### config.mk
export PLATFORM = sky130hd
export DESIGN_NAME = pma_top
export DESIGN_NICKNAME = d
export VERILOG_FILES = /design/src/logic/pma_pkg.sv /design/src/logic/pma_mdio_eng.sv /design/src/logic/pma_top.sv
export SDC_FILE = /design/constraint.sdc
export NUM_CORES = 1
export LEC_CHECK = 0
export BUFFER_PORTS_ARGS = -buffer_cell sky130_fd_sc_hd__buf_2
export CAP_MARGIN = 20
export CORE_MARGIN = 2
export CORE_UTILIZATION = 45
export CTS_CLUSTER_SIZE = 12
export DETAILED_ROUTE_END_ITERATION = 7
export PLACE_DENSITY_LB_ADDON = 0.2
export SKIP_LAST_GASP = 1
export SLEW_MARGIN = 40
export SYNTH_ARGS = -nofsm -noshare
export SYNTH_HDL_FRONTEND = slang
export SYNTH_SLANG_ARGS = --single-unit
### constraint.sdc
create_clock -name clk_i -period 6.5 [get_ports clk_i]
set_input_delay 1.3 -clock clk_i [delete_from_list [all_inputs] [get_ports clk_i]]
set_output_delay 1.3 -clock clk_i [all_outputs]
set_load 0.1 [all_outputs]
### src/logic/pma_pkg.sv
// package: register map, field positions and timing of the phy management block
package pma_pkg;
	localparam int ADDR_W = 16;
	// printed offsets are register indices; byte address is four times the index
	localparam logic [13:0] IDX_LINK_STATE = 14'h3000;
	localparam logic [13:0] IDX_REG_SEL = 14'h3008;
	localparam logic [13:0] IDX_WDATA_LO = 14'h300C;
	localparam logic [13:0] IDX_WDATA_HI = 14'h300D;
	localparam logic [13:0] IDX_RDATA_LO = 14'h3010;
	localparam logic [13:0] IDX_RDATA_HI = 14'h3011;
	localparam logic [13:0] IDX_ACC_CMD = 14'h3014;
	localparam logic [13:0] IDX_DIV = 14'h3018;
	localparam logic [13:0] IDX_MODE = 14'h301C;
	localparam logic [13:0] IDX_PWR = 14'h301D;
	localparam logic [13:0] IDX_LOCK = 14'h3020;
	localparam logic [13:0] IDX_SYSCFG = 14'h3021;
	localparam logic [7:0] CMD_WRITE = 8'h01;
	localparam logic [7:0] CMD_READ = 8'h02;
	localparam logic [7:0] DIV_RST = 8'h01;
	localparam logic [7:0] PWR_RST = 8'h40;
	localparam logic LOCK_RST = 1'b0;
	localparam int PWR_RST_BIT = 0;
	localparam int PWR_TE_BIT = 3;
	localparam int PWR_PDN_BIT = 5;
	localparam int PWR_FIX_BIT = 6;
	localparam logic [6:0] HALF_32 = 7'h10;
	localparam logic [6:0] HALF_64 = 7'h20;
	localparam logic [6:0] HALF_128 = 7'h40;
	localparam logic [5:0] TA_BIT = 6'h2E;
	localparam logic [5:0] DATA_BIT = 6'h30;
	localparam logic [5:0] FRM_LAST = 6'h3F;
	localparam int CLK_PERIOD_NS = 10;
	localparam int PHY_RST_TIME_NS = 1000;
	localparam int PHY_RST_CYC = (PHY_RST_TIME_NS + CLK_PERIOD_NS - 1) / CLK_PERIOD_NS;
	typedef enum logic {ENG_IDLE, ENG_RUN} pma_eng_e;
endpackage : pma_pkg

### src/logic/pma_mdio_eng.sv
// management frame engine: clock divider and serial shifter toward the phy
`timescale 1ns/1ps
module pma_mdio_eng import pma_pkg::*; #(
	parameter logic [4:0] PHY_ADDR = 5'h01
) (
	input wire logic clk_i,
	input wire logic rstn_i,
	input wire logic start_i,
	input wire logic op_read_i,
	input wire logic [7:0] div_sel_i,
	input wire logic [4:0] reg_i,
	input wire logic [15:0] wdata_i,
	output logic done_o,
	output logic [15:0] rdata_o,
	output logic mdc_o,
	output logic mdio_o,
	output logic mdio_oe_o,
	input wire logic mdio_i
);
	pma_eng_e st_q, st_d;
	logic [6:0] cnt_q, cnt_d, half_q, half_d;
	logic [5:0] bit_q, bit_d;
	logic [63:0] sh_q, sh_d, frame;
	logic [15:0] rd_q, rd_d;
	logic rdop_q, rdop_d, mdc_q, mdc_d, mdio_q, mdio_d, oe_q, oe_d, done_q, done_d, tick;

	always_comb begin
		frame = {32'hFFFFFFFF, 2'b01, (op_read_i ? 2'b10 : 2'b01), PHY_ADDR, reg_i, 2'b10, wdata_i};
		tick = (cnt_q == half_q - 7'h01);
		st_d = st_q;
		cnt_d = cnt_q;
		half_d = half_q;
		bit_d = bit_q;
		sh_d = sh_q;
		rd_d = rd_q;
		rdop_d = rdop_q;
		mdc_d = mdc_q;
		mdio_d = mdio_q;
		oe_d = oe_q;
		done_d = 1'b0;
		case (st_q)
			ENG_IDLE: begin
				if (start_i) begin
					st_d = ENG_RUN;
					sh_d = frame;
					bit_d = 6'h00;
					cnt_d = 7'h00;
					mdc_d = 1'b0;
					mdio_d = frame[63];
					oe_d = 1'b1;
					rdop_d = op_read_i;
					half_d = (div_sel_i == 8'h00) ? HALF_32 : ((div_sel_i == 8'h01) ? HALF_64 : HALF_128);
				end
			end
			ENG_RUN: begin
				cnt_d = tick ? 7'h00 : cnt_q + 7'h01;
				if (tick) begin
					mdc_d = ~mdc_q;
					// sample on the rising edge, the phy drives data after the falling one
					if (!mdc_q && rdop_q && bit_q >= DATA_BIT) begin
						rd_d = {rd_q[14:0], mdio_i};
					end
					if (mdc_q) begin
						if (bit_q == FRM_LAST) begin
							st_d = ENG_IDLE;
							oe_d = 1'b0;
							done_d = 1'b1;
						end else begin
							bit_d = bit_q + 6'h01;
							sh_d = {sh_q[62:0], 1'b0};
							mdio_d = sh_q[62];
							// release the line from turnaround on for reads
							oe_d = !rdop_q || (bit_q + 6'h01 < TA_BIT);
						end
					end
				end
			end
			default: st_d = ENG_IDLE;
		endcase
	end

	always_ff @(posedge clk_i or negedge rstn_i) begin
		if (!rstn_i) begin
			st_q <= ENG_IDLE;
			cnt_q <= 7'h00;
			half_q <= HALF_64;
			bit_q <= 6'h00;
			sh_q <= 64'h0;
			rd_q <= 16'h0000;
			rdop_q <= 1'b0;
			mdc_q <= 1'b0;
			mdio_q <= 1'b0;
			oe_q <= 1'b0;
			done_q <= 1'b0;
		end else begin
			st_q <= st_d;
			cnt_q <= cnt_d;
			half_q <= half_d;
			bit_q <= bit_d;
			sh_q <= sh_d;
			rd_q <= rd_d;
			rdop_q <= rdop_d;
			mdc_q <= mdc_d;
			mdio_q <= mdio_d;
			oe_q <= oe_d;
			done_q <= done_d;
		end
	end

	assign done_o = done_q;
	assign rdata_o = rd_q;
	assign mdc_o = mdc_q;
	assign mdio_o = mdio_q;
	assign mdio_oe_o = oe_q;
endmodule : pma_mdio_eng

### src/logic/pma_top.sv
// phy management access controller: apb register file, mode, power and reset control
//
// Local design decision: the APB slave port.
`timescale 1ns/1ps
module pma_top import pma_pkg::*; #(
	parameter int RST_CYC = PHY_RST_CYC,
	parameter logic [4:0] PHY_ADDR = 5'h01
) (
	input wire logic clk_i,
	input wire logic rstn_i,
	input wire logic psel_i,
	input wire logic penable_i,
	input wire logic pwrite_i,
	input wire logic [ADDR_W-1:0] paddr_i,
	input wire logic [31:0] pwdata_i,
	input wire logic [3:0] pstrb_i,
	output logic [31:0] prdata_o,
	output logic pready_o,
	output logic pslverr_o,
	input wire logic phy_cable_off_i,
	input wire logic phy_half_dpx_i,
	input wire logic phy_speed10_i,
	input wire logic phy_link_i,
	output logic mdc_o,
	output logic mdio_o,
	output logic mdio_oe_o,
	input wire logic mdio_i,
	output logic [2:0] phy_mode_o,
	output logic autoneg_o,
	output logic speed100_o,
	output logic full_dpx_o,
	output logic ten_base_te_o,
	output logic phy_power_down_o,
	output logic phy_hw_reset_o,
	output logic core_clk_25m_o
);
	////////////////////////////////////////////////////////////////////////////////
	// state
	logic [4:0] sel_q, sel_d;
	logic [15:0] wdat_q, wdat_d, rdat_q, rdat_d, rcnt_q, rcnt_d;
	logic [7:0] cmd_q, cmd_d, div_q, div_d;
	logic [2:0] mode_q, mode_d;
	logic fix_q, fix_d, pdn_q, pdn_d, te_q, te_d, rst_q, rst_d;
	logic lock_q, lock_d, csel_q, csel_d, start_q, start_d;
	logic [31:0] rdo_q, rdo_d, rd_v;
	logic rdy_q, rdy_d, err_q, err_d, rd_ok;
	logic an_q, an_d, s100_q, s100_d, fdx_q, fdx_d, teo_q, teo_d, c25_q, c25_d;
	logic [13:0] idx;
	logic wr, eng_done;
	logic [15:0] eng_rdata;

	assign idx = paddr_i[ADDR_W-1:2];
	assign wr = psel_i & penable_i & rdy_q & pwrite_i;

	////////////////////////////////////////////////////////////////////////////////
	// read decode, registered in the setup phase so pready can rise next cycle
	always_comb begin
		rd_v = 32'h0;
		rd_ok = 1'b1;
		case (idx)
			IDX_LINK_STATE: rd_v[7:0] = {phy_cable_off_i, 1'b0, mode_q, phy_half_dpx_i, phy_speed10_i, phy_link_i};
			IDX_REG_SEL: rd_v[7:0] = {3'b000, sel_q};
			IDX_WDATA_LO: rd_v[15:0] = wdat_q;
			IDX_WDATA_HI: rd_v[7:0] = wdat_q[15:8];
			IDX_RDATA_LO: rd_v[15:0] = rdat_q;
			IDX_RDATA_HI: rd_v[7:0] = rdat_q[15:8];
			IDX_ACC_CMD: rd_v[7:0] = cmd_q;
			IDX_DIV: rd_v[7:0] = div_q;
			IDX_MODE: rd_v = 32'h0;
			IDX_PWR: rd_v[7:0] = {1'b0, fix_q, pdn_q, 1'b0, te_q, 2'b00, rst_q};
			IDX_LOCK: rd_v[0] = lock_q;
			IDX_SYSCFG: rd_v[0] = csel_q;
			default: rd_ok = 1'b0;
		endcase
	end

	always_comb begin
		rdy_d = psel_i & ~penable_i;
		err_d = psel_i & ~penable_i & ~rd_ok;
		rdo_d = (psel_i & ~penable_i & ~pwrite_i) ? rd_v : 32'h0;
	end

	////////////////////////////////////////////////////////////////////////////////
	// register writes and hardware updates
	always_comb begin
		sel_d = sel_q;
		wdat_d = wdat_q;
		rdat_d = rdat_q;
		cmd_d = cmd_q;
		div_d = div_q;
		mode_d = mode_q;
		fix_d = fix_q;
		pdn_d = pdn_q;
		te_d = te_q;
		rst_d = rst_q;
		rcnt_d = rcnt_q;
		lock_d = lock_q;
		csel_d = csel_q;
		start_d = 1'b0;
		// engine completion; a new command cannot collide since busy blocks it
		if (eng_done) begin
			cmd_d = 8'h00;
			if (cmd_q == CMD_READ) begin
				rdat_d = eng_rdata;
			end
		end
		if (rst_q) begin
			if (rcnt_q == 16'h0000) begin
				rst_d = 1'b0;
			end else begin
				rcnt_d = rcnt_q - 16'h0001;
			end
		end
		if (wr) begin
			case (idx)
				IDX_REG_SEL: if (pstrb_i[0]) sel_d = pwdata_i[4:0];
				IDX_WDATA_LO: begin
					if (pstrb_i[0]) wdat_d[7:0] = pwdata_i[7:0];
					if (pstrb_i[1]) wdat_d[15:8] = pwdata_i[15:8];
				end
				IDX_WDATA_HI: if (pstrb_i[0]) wdat_d[15:8] = pwdata_i[7:0];
				IDX_ACC_CMD: begin
					// only a legal command on an idle engine is accepted
					if (pstrb_i[0] && cmd_q == 8'h00 && (pwdata_i[7:0] == CMD_WRITE || pwdata_i[7:0] == CMD_READ)) begin
						cmd_d = pwdata_i[7:0];
						start_d = 1'b1;
					end
				end
				IDX_DIV: if (pstrb_i[0]) div_d = pwdata_i[7:0];
				IDX_MODE: if (pstrb_i[0] && !lock_q) mode_d = pwdata_i[2:0];
				IDX_PWR: begin
					if (pstrb_i[0] && !lock_q) begin
						fix_d = pwdata_i[PWR_FIX_BIT];
						pdn_d = pwdata_i[PWR_PDN_BIT];
						te_d = pwdata_i[PWR_TE_BIT];
						if (pwdata_i[PWR_RST_BIT]) begin
							rst_d = 1'b1;
							rcnt_d = 16'(RST_CYC - 1);
						end
					end
				end
				IDX_LOCK: if (pstrb_i[0]) lock_d = pwdata_i[0];
				IDX_SYSCFG: if (pstrb_i[0]) csel_d = pwdata_i[0];
				default: ;
			endcase
		end
	end

	////////////////////////////////////////////////////////////////////////////////
	// registered phy control outputs follow the next register state
	always_comb begin
		an_d = ~mode_d[2];
		s100_d = mode_d[2] & ~mode_d[1];
		fdx_d = mode_d[2] & ~mode_d[0];
		teo_d = te_d & (mode_d == 3'b000);
		// clock falls back to the selected rate once reset and power-down end
		c25_d = pdn_d | rst_d | csel_d;
	end

	always_ff @(posedge clk_i or negedge rstn_i) begin
		if (!rstn_i) begin
			sel_q <= 5'h00;
			wdat_q <= 16'h0000;
			rdat_q <= 16'h0000;
			cmd_q <= 8'h00;
			div_q <= DIV_RST;
			mode_q <= 3'h0;
			fix_q <= PWR_RST[PWR_FIX_BIT];
			pdn_q <= PWR_RST[PWR_PDN_BIT];
			te_q <= PWR_RST[PWR_TE_BIT];
			rst_q <= PWR_RST[PWR_RST_BIT];
			rcnt_q <= 16'h0000;
			lock_q <= LOCK_RST;
			csel_q <= 1'b0;
			start_q <= 1'b0;
			rdo_q <= 32'h0;
			rdy_q <= 1'b0;
			err_q <= 1'b0;
			an_q <= 1'b1;
			s100_q <= 1'b0;
			fdx_q <= 1'b0;
			teo_q <= 1'b0;
			c25_q <= 1'b0;
		end else begin
			sel_q <= sel_d;
			wdat_q <= wdat_d;
			rdat_q <= rdat_d;
			cmd_q <= cmd_d;
			div_q <= div_d;
			mode_q <= mode_d;
			fix_q <= fix_d;
			pdn_q <= pdn_d;
			te_q <= te_d;
			rst_q <= rst_d;
			rcnt_q <= rcnt_d;
			lock_q <= lock_d;
			csel_q <= csel_d;
			start_q <= start_d;
			rdo_q <= rdo_d;
			rdy_q <= rdy_d;
			err_q <= err_d;
			an_q <= an_d;
			s100_q <= s100_d;
			fdx_q <= fdx_d;
			teo_q <= teo_d;
			c25_q <= c25_d;
		end
	end

	assign prdata_o = rdo_q;
	assign pready_o = rdy_q;
	assign pslverr_o = err_q;
	assign phy_mode_o = mode_q;
	assign autoneg_o = an_q;
	assign speed100_o = s100_q;
	assign full_dpx_o = fdx_q;
	assign ten_base_te_o = teo_q;
	assign phy_power_down_o = pdn_q;
	assign phy_hw_reset_o = rst_q;
	assign core_clk_25m_o = c25_q;

	////////////////////////////////////////////////////////////////////////////////
	// frame engine
	pma_mdio_eng #(
		.PHY_ADDR(PHY_ADDR)
	) u_eng (
		.clk_i(clk_i),
		.rstn_i(rstn_i),
		.start_i(start_q),
		.op_read_i(cmd_q == CMD_READ),
		.div_sel_i(div_q),
		.reg_i(sel_q),
		.wdata_i(wdat_q),
		.done_o(eng_done),
		.rdata_o(eng_rdata),
		.mdc_o(mdc_o),
		.mdio_o(mdio_o),
		.mdio_oe_o(mdio_oe_o),
		.mdio_i(mdio_i)
	);
endmodule : pma_top

## Yosys cells after proc, flatten, opt, wreduce, memory -nomap -nowiden

Cells that the tools add are included.

| cells by class | value |
|---|---|
| reductions and logical operators | 28 |
| muxes and demuxes | 76 |
| $lt $le $gt $ge | 2 |
| add/sub/neg operators | 4 |
| shift operators | 0 |
| bitwise operators | 19 |
| div/mod/pow operators | 0 |
| equality and inequality tests | 24 |
| multiply operators | 0 |

Operators with widths:

| kind | count |
|---|---|
| $mux W63 | 4 |
| $eq A14 B14 Y1 const B | 12 |
| $pmux W63 S2 | 1 |
| $mux W16 | 7 |
| $pmux W7 S9 | 1 |
| $mux W8 | 6 |
| $mux W1 | 36 |
| $pmux W8 S2 | 2 |
| $mux W7 | 4 |
| $mux W6 | 4 |
| $reduce_and A3 Y1 | 7 |
| $eq A8 B1 Y1 const B | 2 |
| $eq A8 B2 Y1 const B | 2 |
| $logic_not A16 Y1 | 1 |
| $logic_not A8 Y1 | 2 |
| $sub A16 B1 Y16 const B | 1 |
| $pmux W7 S2 | 1 |
| $ne A2 B2 Y1 const B | 6 |
| $pmux W6 S2 | 1 |
| $reduce_or A12 Y1 | 1 |
| $pmux W1 S11 | 1 |
| $and A1 B1 Y1 | 9 |
| $mux W3 | 3 |
| $not A1 Y1 | 8 |
| 17 further kinds | 31 |

| word-level totals | value |
|---|---|
| logic and storage cells | 187 |
| input port bits | 62 |
| ROM bits | 0 |
| output and inout bits | 47 |
| memories kept | 0 |
| flip-flop bits (word level) | 207 |
| bits in latches | 0 |
| memory bits (writable) | 0 |

## Logic depth before layout (Yosys ltp)

Gate-level depths: netlist (run 1).

| depth | value |
|---|---|
| depth after elaboration | 9 |
| depth in mapped cells | 9 |
| depth with buffers taken out | 7 |

## Hierarchy

From an unflattened synthesis (run 1), not the netlist that was laid out.

| unflattened totals | value |
|---|---|
| cell total of the unflattened synthesis | 896 |
| area total of the unflattened synthesis | 9,609.2 um^2 |

Modules (own cells, without submodules):

| module | seq. area each (um^2) | cells an instance | times used | area each (um^2) |
|---|---|---|---|---|
| pma_top | 2,556.2 | 469 | 1 | 5,111.2 |
| pma_mdio_eng | 2,528.7 | 427 | 1 | 4,498.1 |

## Least setup slack after synthesis (run 1)

Ideal clock, no wire load.

| path | value |
|---|---|
| path kind | input-to-reg |
| start | in paddr_i[7] |
| end | reg wdat_q[12] |
| setup slack | 3.204 ns |
| library setup time | 0.125 ns |
| arrival time | 3.171 ns |
| stages | 7 |
| cell sequence | clkbuf_1 nor4bb_1 and4_1 buf_2 buf_1 mux2_2 mux2_2 |

| between the ends | value |
|---|---|
| longest elaborated chain between the ends | 3 |

Ends and longest elaborated chain:

| element | line | source |
|---|---|---|
| from (decl) | pma_top.sv:14 | `input wire logic [ADDR_W-1:0] paddr_i,` |
| $eq A14 B14 Y1 | pma_top.sv:115 | `case (idx)` |
| $ne A2 B2 Y1 (no source line) or $reduce_bool A2 Y1 (tied branches) | -- |  |
| $reduce_and A4 Y1 (no source line) | -- |  |
| to (signal assigned) | pma_top.sv:186 | `wdat_q <= wdat_d;` |
| to (decl) | pma_top.sv:40 | `logic [15:0] wdat_q, wdat_d, rdat_q, rdat_d, rcnt_q, rcnt_d;` |

Parallel ways exist; a longest one is shown, timed or not.
A chain may end at the register's enable or synchronous reset.

## Worst setup path after layout (run 1)

| path | value |
|---|---|
| start | in paddr_i[4] |
| end | reg wdat_q[13] |

The elaborated chain is that of the path after synthesis.

==> results of run 1 <==
==> flip-flops by register name (all words and copies together) (netlist names), 3 cells and up <==
signal and count:
cmd_q 8, div_q 8, phy_mode_o 3, prdata_o 16, rcnt_q 16, rdat_q 16, sel_q 5, u_eng.bit_q 6
u_eng.cnt_q 7, u_eng.half_q 3, u_eng.rdata_o 16, u_eng.sh_q 63, wdat_q 16
==> kinds of logic (layout without fill, tap and decap cells) <==
logic type / Yosys count / in the layout / synth area share (%)
adder cells (fa/ha/maj): 5 / 5 / 0.659
AO/OA/AOI/OAI: 150 / 150 / 10.1
flip-flops: 203 / 203 / 53.6
other: 1 / 16 / 0.0395
multiplexers: 107 / 107 / 12.7
XOR/XNOR: 24 / 24 / 2.37
AND/OR/NAND/NOR: 288 / 288 / 16.1
buffers and inverters: 94 / 150 / 4.47
==> through the flow <==
stage               hold WS (ns)  power (mW)  util [%]  setup WS, ns  instances
floorplan                  0.438        1.37         -          3.20        887
global placement           0.451        1.42      48.0          2.29       1176
detailed placement         0.458        1.42      48.1          2.27       1176
CTS                        0.470        2.69      51.6          2.80       1218
global route               0.495        2.75      51.7          2.55       1218
finish                     0.467        2.66      51.7          2.69       1218
==> layout make-up <==
cell class	count	area, µm²
Clock inverter	9	98.8
Clock buffer	33	633
Sequential cell	203	5090
Tap cell	275	344
Multi-Input combinational cell	590	4090
Timing Repair Buffer	77	423
Fill cell	1920	10100
Inverter	31	116
==> power by group <==
part | internal [mW] | switching [mW]
Clock | 0.757 | 0.506
Sequential | 1.27 | 0.00141
Combinational | 0.0219 | 0.106
==> worst min-delay path, stage by stage, from the launching register on <==
cell     delay (ns)
dfrtp_1        0.34
nand2_1        0.05
nand2_1        0.04
==> cell usage after synthesis, types with 4 or more instances <==
library cell	instances	share of area, %
nand4_1	10	0.66
clkbuf_1	40	1.6
nor4_1	14	0.92
xor2_1	17	1.6
o211ai_1	6	0.47
a22oi_1	18	1.4
xnor2_1	6	0.55
nand2_1	68	2.7
or4_1	8	0.63
inv_1	31	1.2
and3_1	8	0.53
mux2_2	65	7.7
o21ai_0	37	2.0
dfrtp_1	199	52
a21oi_1	25	1.3
nor3_1	15	0.79
dfstp_2	4	1.1
ha_1	5	0.66
a22o_1	7	0.65
buf_4	16	1.3
nor2_1	65	2.6
mux2i_1	32	3.4
o31ai_1	7	0.55
o22ai_1	7	0.46
nor3b_1	23	1.8
mux2_4	10	1.6
nor2b_1	12	0.79
nand2b_1	6	0.40
a31oi_1	27	1.8
nand3_1	31	1.6
nand3b_1	5	0.40
and4_1	6	0.55
==> worst min path at each step <==
stage,cells past startpoint,slack [ns],startpoint,to
after CTS,2,0.47,u_eng.sh_q[24],u_eng.sh_q[24]
after detailed placement,2,0.46,u_eng.sh_q[24],u_eng.sh_q[24]
after global placement,2,0.45,u_eng.sh_q[24],u_eng.sh_q[24]
final,2,0.47,u_eng.sh_q[24],u_eng.sh_q[24]
after global routing,2,0.50,u_eng.sh_q[27],u_eng.sh_q[27]
after floorplan,2,0.44,u_eng.sh_q[27],u_eng.sh_q[27]
==> metal layers <==
| layer | wire, µm | global-route usage (%) |
|---|---|---|
| met1 | 10700 | 30.6 |
| met2 | 10500 | 32.3 |
| met3 | 1300 | 3.30 |
| met4 | 571 | 5.62 |
| met5 | 0 | 0 |
==> reports/metrics.csv, run 1 <==
stage,metric,value,unit
clock_network,Root Driver,clkbuf_16,
critical_path,Crit. Startpoint,paddr_i[4],
placed_design,GP Congestion,0.930,
synthesis,number of synthesized flops with an enable pin,0,
critical_path,critical-path cell list,buf_2 > nor4bb_1 > and4_1 > a22oi_1 > nor2_1 > mux2_2,
clock_network,Post-CTS Setup Inserts,0,
synthesis,syn_area_per_cell,10.9,µm²
floorplan,Die H,149,µm
critical_path,CP Capture Point,wdat_q[13],
grt,antenna violations before repair,0,
power,Peak VDD IR,0.178,mV
flow_run,MaxCap Viol Count,0,
synthesis,ys async rst share,100,%
critical_path,CP required,6.89,ns
placed_design,post-placement cell area,0.0101,mm²
floorplan,full die area,0.0223,mm²
critical_path,CP endpoint kind,flop,
synthesis,ys flop type,dfrtp_1,
route,Pre-Repair DR Iteration Count,6,
cells_and_area,"most common cell after layout, fill and taps aside",dfrtp_1,
critical_path,Worst path slowest cell,and4_1,
clock_network,CTS Hold Bufs,0,
run_status,status,"finished, final reports clean",
critical_path,Max Fanout on Critical Path,20,
hold_path,Hold Crit Class,reg -> reg,
grt,number of global-route vias before repair,6693,
placed_design,number of port buffers,72,
sta,post-layout min period,3.81,ns
clock_network,clock latency on the worst-skew pair,0.51,ns
critical_path,CP top delay family,simple AND/OR/NAND/NOR gates,
grt,GR Util All Layers,20.9,%
synthesis,Netlist cell types,62,
sta,Worst Max-Slew Pin Slew,0.794,ns
floorplan,Initial Util,45.4,%
synthesis,Yosys reg bits,203,
sta,period utilisation layout,58.6,%
cells_and_area,Finished Cell Area,0.0108,mm²
clock_network,CTS buffer count,23,
critical_path,Reg2Reg Launch Point,u_eng.half_q[5],
power,pwr dens,246,mW/mm²
critical_path,Stages on worst setup path,6,
placed_design,Post-DP HPWL,15500,µm
route,ANT nets after route,0,
critical_path,Worst path max stage delay,0.75,ns
floorplan,io pins,109,
floorplan,die width,149,µm
grt,total grt overflow,0,
route,initial DRC count,518,
floorplan,# rows,53,
critical_path,critical path class,in -> reg,
clock_network,CTS Buffer Depth,3,
cells_and_area,NumNets Final,993,
sta,Slew headroom,47.0,%
floorplan,Core Area,0.0209,mm²
sta,Fin Clk Skew,0.0106,ns
clock_network,H-tree levels,1,
synthesis,Post-Syn Area,0.00949,mm²
clock_network,# clock sinks,203,
sta,"Hold Vio Cnt, Final",0,
route,Via density,5.61,
cells_and_area,"commonest cells after routing, fill and taps aside","dfrtp_1, buf_2, nand2_1",
route,Routed WL,23000,µm
critical_path,Worst Reg-to-Reg Cells,7,
critical_path,crit path launch type,input port,
critical_path,r2r endpoint,u_eng.rdata_o[12],
critical_path,register-to-register path setup slack,3.28,ns
grt,largest net degree at the start of global routing,116,
grt,first-pass GRT wire length,36700,µm
clock_network,clock slew seen by the registers of the worst setup and hold paths,0.06,ns
synthesis,"Seq/Total Area, Yosys",53.6,%
cells_and_area,area delta synth->final,13.8,%
power,Leak,4.82,nW
synthesis,Synth Warn #,0,
cells_and_area,share of cells above drive strength 1,21.7,%
clock_network,post-CTS sizing,0,
sta,fin. max-slew vios,0,
cells_and_area,antenna diode count,0,
route,# DRC,0,
route,total number of vias,6835,
sta,post-route setup TNS,0,ns
sta,Max Clk Rate,263,MHz
clock_network,CTS tree,yes,
critical_path,crit path DAT,4.20,ns
critical_path,Worst Path Buf+Inv,1,
route,drt wl/cell,18.9,µm
synthesis,Mapped Cells,872,
sta,RSZ-0062 raised after global routing,false,
sta,final setup violation count,0,
No activity file was read; power rests on OpenSTA's default activity.
==> run 2, diff against run 1 <==
--- a/config.mk
+++ b/config.mk
@@ -5,6 +5,7 @@
 export SDC_FILE = /design/constraint.sdc
 export NUM_CORES = 1
 export LEC_CHECK = 0
+export ABC_AREA = 1
 export BUFFER_PORTS_ARGS = -buffer_cell sky130_fd_sc_hd__buf_2
 export CAP_MARGIN = 20
 export CORE_MARGIN = 2
==> constraint.sdc (replaced) <==
create_clock -name clk_i -period 3.5 [get_ports clk_i]
set_input_delay 0.7 -clock clk_i [delete_from_list [all_inputs] [get_ports clk_i]]
set_output_delay 0.7 -clock clk_i [all_outputs]
set_load 0.1 [all_outputs]
==> reports/metrics.csv, run 2 <==
stage,metric,value,unit,change
run_status,status,"finished, final reports clean",,unchanged
synthesis,Mapped Cells,1137,,was 872
clock_network,CTS tree,yes,,unchanged
clock_network,post-CTS sizing,0,,unchanged
sta,Slew headroom,48.3,%,was 47.0%
power,Peak VDD IR,0.326,mV,was 0.178 mV
cells_and_area,"most common cell after layout, fill and taps aside",nand2_1,,was dfrtp_1
sta,Max Clk Rate,413,MHz,
synthesis,"count leader, synth",nand2_1,,was dfrtp_1
critical_path,Worst path slowest cell,dfstp_2,,was and4_1
sta,RSZ-0062 raised after global routing,false,,unchanged
sta,fin. max-slew vios,0,,unchanged
placed_design,number of port buffers,72,,unchanged
floorplan,# rows,53,,unchanged
floorplan,Initial Util,46.0,%,was 45.4%
synthesis,Yosys top cell by area,dfrtp_1,,unchanged
synthesis,syn_area_per_cell,8.54,µm²,was 10.9 µm²
placed_design,GP Congestion,0.908,,was 0.930
power,Tot Pwr,4.93,mW,was 2.66 mW
sta,period utilisation layout,69.1,%,
synthesis,Post-Syn Area,0.00971,mm²,was 0.00949 mm²
grt,largest net degree at the start of global routing,140,,was 116
route,# DRC,0,,unchanged
critical_path,Worst Path Buf+Inv,2,,was 1
grt,total grt overflow,0,,unchanged
synthesis,ys flop type,dfrtp_1,,unchanged
hold_path,Hold Crit Class,in -> async,,was reg -> reg
sta,post-layout min period,2.42,ns,
route,total number of vias,7359,,was 6835
route,Routed WL,21400,µm,was 23000 µm
grt,antenna violations before repair,0,,unchanged
route,Via density,4.92,,was 5.61
critical_path,CP endpoint kind,flop,,unchanged
critical_path,Max Fanout on Critical Path,32,,was 20
power,Leak,5.25,nW,was 4.82 nW
route,Pre-Repair DR Iteration Count,5,,was 6
cells_and_area,max reg flops,63,,unchanged
route,ANT nets after route,0,,unchanged
grt,GR Util All Layers,19.4,%,was 20.9%
synthesis,Netlist cell types,38,,was 62
clock_network,# clock sinks,203,,unchanged
clock_network,Root Driver,clkbuf_16,,unchanged
clock_network,clock latency on the worst-skew pair,0.52,ns,was 0.51 ns
synthesis,Yosys reg bits,203,,unchanged
floorplan,io pins,109,,unchanged
cells_and_area,NumNets Final,1271,,was 993
synthesis,"top cells by area, synth","dfrtp_1, nand2_1, nor2_1",,"was dfrtp_1, mux2_2, mux2i_1"
critical_path,CP top delay family,simple AND/OR/NAND/NOR gates,,unchanged
critical_path,Worst path max stage delay,0.51,ns,was 0.75 ns
critical_path,crit path DAT,2.84,ns,was 4.20 ns
floorplan,die width,151,µm,was 149 µm
critical_path,critical path class,reg -> reg,,was in -> reg
sta,Fin Clk Skew,0.0229,ns,was 0.0106 ns
clock_network,Post-CTS Setup Inserts,0,,unchanged
placed_design,Post-DP HPWL,15200,µm,was 15500 µm
synthesis,"Seq/Total Area, Yosys",52.4,%,was 53.6%
clock_network,H-tree levels,1,,unchanged
synthesis,commonest cells in the netlist,"nand2_1, dfrtp_1, nor2_1",,"was dfrtp_1, nand2_1, mux2_2, nor2_1, clkbuf_1"
synthesis,ys async rst share,100,%,unchanged
flow_run,MaxCap Viol Count,0,,unchanged
synthesis,area share of the largest cell type after synthesis,51.3,%,was 52.5%
sta,final setup violation count,0,,unchanged
floorplan,Core Area,0.0211,mm²,was 0.0209 mm²
cells_and_area,antenna diode count,0,,unchanged
cells_and_area,"commonest cells after routing, fill and taps aside","nand2_1, dfrtp_1, nor2_1",,"was dfrtp_1, buf_2, nand2_1"
floorplan,Die H,151,µm,was 149 µm
clock_network,CTS buffer count,23,,unchanged
sta,"Hold Vio Cnt, Final",0,,unchanged
clock_network,CTS Hold Bufs,0,,unchanged
synthesis,number of synthesized flops with an enable pin,0,,unchanged
critical_path,crit path launch type,flop,,was input port
critical_path,critical-path cell list,inv_1 > ha_1 > xnor2_1 > nor3_2 > nand3_1 > inv_2 > nand3_2 > o21ai_0,,was buf_2 > nor4bb_1 > and4_1 > a22oi_1 > nor2_1 > mux2_2
cells_and_area,fill cell count,1993,,was 1920
route,initial DRC count,480,,was 518
sta,Worst Max-Slew Pin Slew,0.773,ns,was 0.794 ns
floorplan,full die area,0.0228,mm²,was 0.0223 mm²
grt,first-pass GRT wire length,35300,µm,was 36700 µm
grt,number of global-route vias before repair,6914,,was 6693
cells_and_area,fin util,51.9,%,was 51.7%
synthesis,Synth Warn #,0,,unchanged
route,drt wl/cell,14.3,µm,was 18.9 µm
cells_and_area,share of cells above drive strength 1,17.4,%,was 21.7%
sta,post-route setup TNS,0,ns,unchanged
cells_and_area,Top reg by flops,u_eng.sh_q,,unchanged
clock_network,CTS Buffer Depth,3,,unchanged
critical_path,CP required,3.92,ns,was 6.89 ns
clock_network,clock slew seen by the registers of the worst setup and hold paths,0.06,ns,about the same
power,pwr dens,451,mW/mm²,was 246 mW/mm²
cells_and_area,area delta synth->final,12.7,%,was 13.8%
[run 2: layout make-up]
cell class | count | area, µm² | share of cell area (%)
Clock buffer | 33 | 653 | 5.97
Clock inverter | 9 | 98.8 | 0.903
Inverter | 104 | 390 | 3.57
Multi-Input combinational cell | 792 | 3930 | 35.9
Sequential cell | 203 | 5080 | 46.5
Tap cell | 275 | 344 | 3.14
Timing Repair Buffer | 80 | 442 | 4.04
[run 2: cells by family (layout without fill, tap and decap cells)]
group | Yosys count | count (layout) | synth area share, %
AOI/OAI and AO/OA | 191 | 191 | 12.1
xor gates and xnor gates | 19 | 19 | 1.71
adders and majority gates | 5 | 5 | 0.644
buffers and inverters | 157 | 226 | 7.82
DFF | 203 | 203 | 52.4
muxes | 19 | 19 | 1.97
other | 1 | 16 | 0.0386
and+or+nand+nor | 542 | 542 | 23.3
[run 2: power by group]
| group | internal [mW] | switching (mW) | leakage [nW] | total, mW |
|---|---|---|---|---|
| Clock | 1.44 | 0.936 | 0.376 | 2.38 |
| Combinational | 0.0295 | 0.175 | 2.15 | 0.205 |
| Sequential | 2.35 | 0.000487 | 2.73 | 2.35 |
| Total | 3.82 | 1.11 | 5.25 | 4.93 |
[run 2: routing by layer]
layer	share of wire (%)	GRT usage (%)
met2	46	31.5
met3	3.3	3.07
met5	0	0
met1	47	26.5
met4	3.7	6.96
[run 2: worst paths after layout]
check	endpoint	start	slack (ns)	cells after the start
max in group asynchronous	wdat_q[12]	rstn_i	2.36	2
worst max-delay path	u_eng.rdata_o[0]	u_eng.half_q[5]	1.08	8
worst min register to register	u_eng.sh_q[52]	u_eng.sh_q[52]	0.48	2
min in group clk_i	pready_o	penable_i	0.38	2
worst max register to register	u_eng.rdata_o[0]	u_eng.half_q[5]	1.08	8
worst min-delay path	u_eng.mdio_o	rstn_i	0.21	1
[run 2: metrics by stage]
step / hold WS (ns) / setup slack (ns) / std cells / instance area [µm²]
floorplan: 0.404 / 1.46 / 1152 / 9770
global placement: 0.459 / 0.982 / 1454 / 10200
detailed placement: 0.468 / 0.967 / 1454 / 10200
CTS: 0.249 / 1.04 / 1496 / 10900
global route: 0.260 / 0.827 / 1496 / 10900
finish: 0.212 / 1.08 / 1496 / 10900
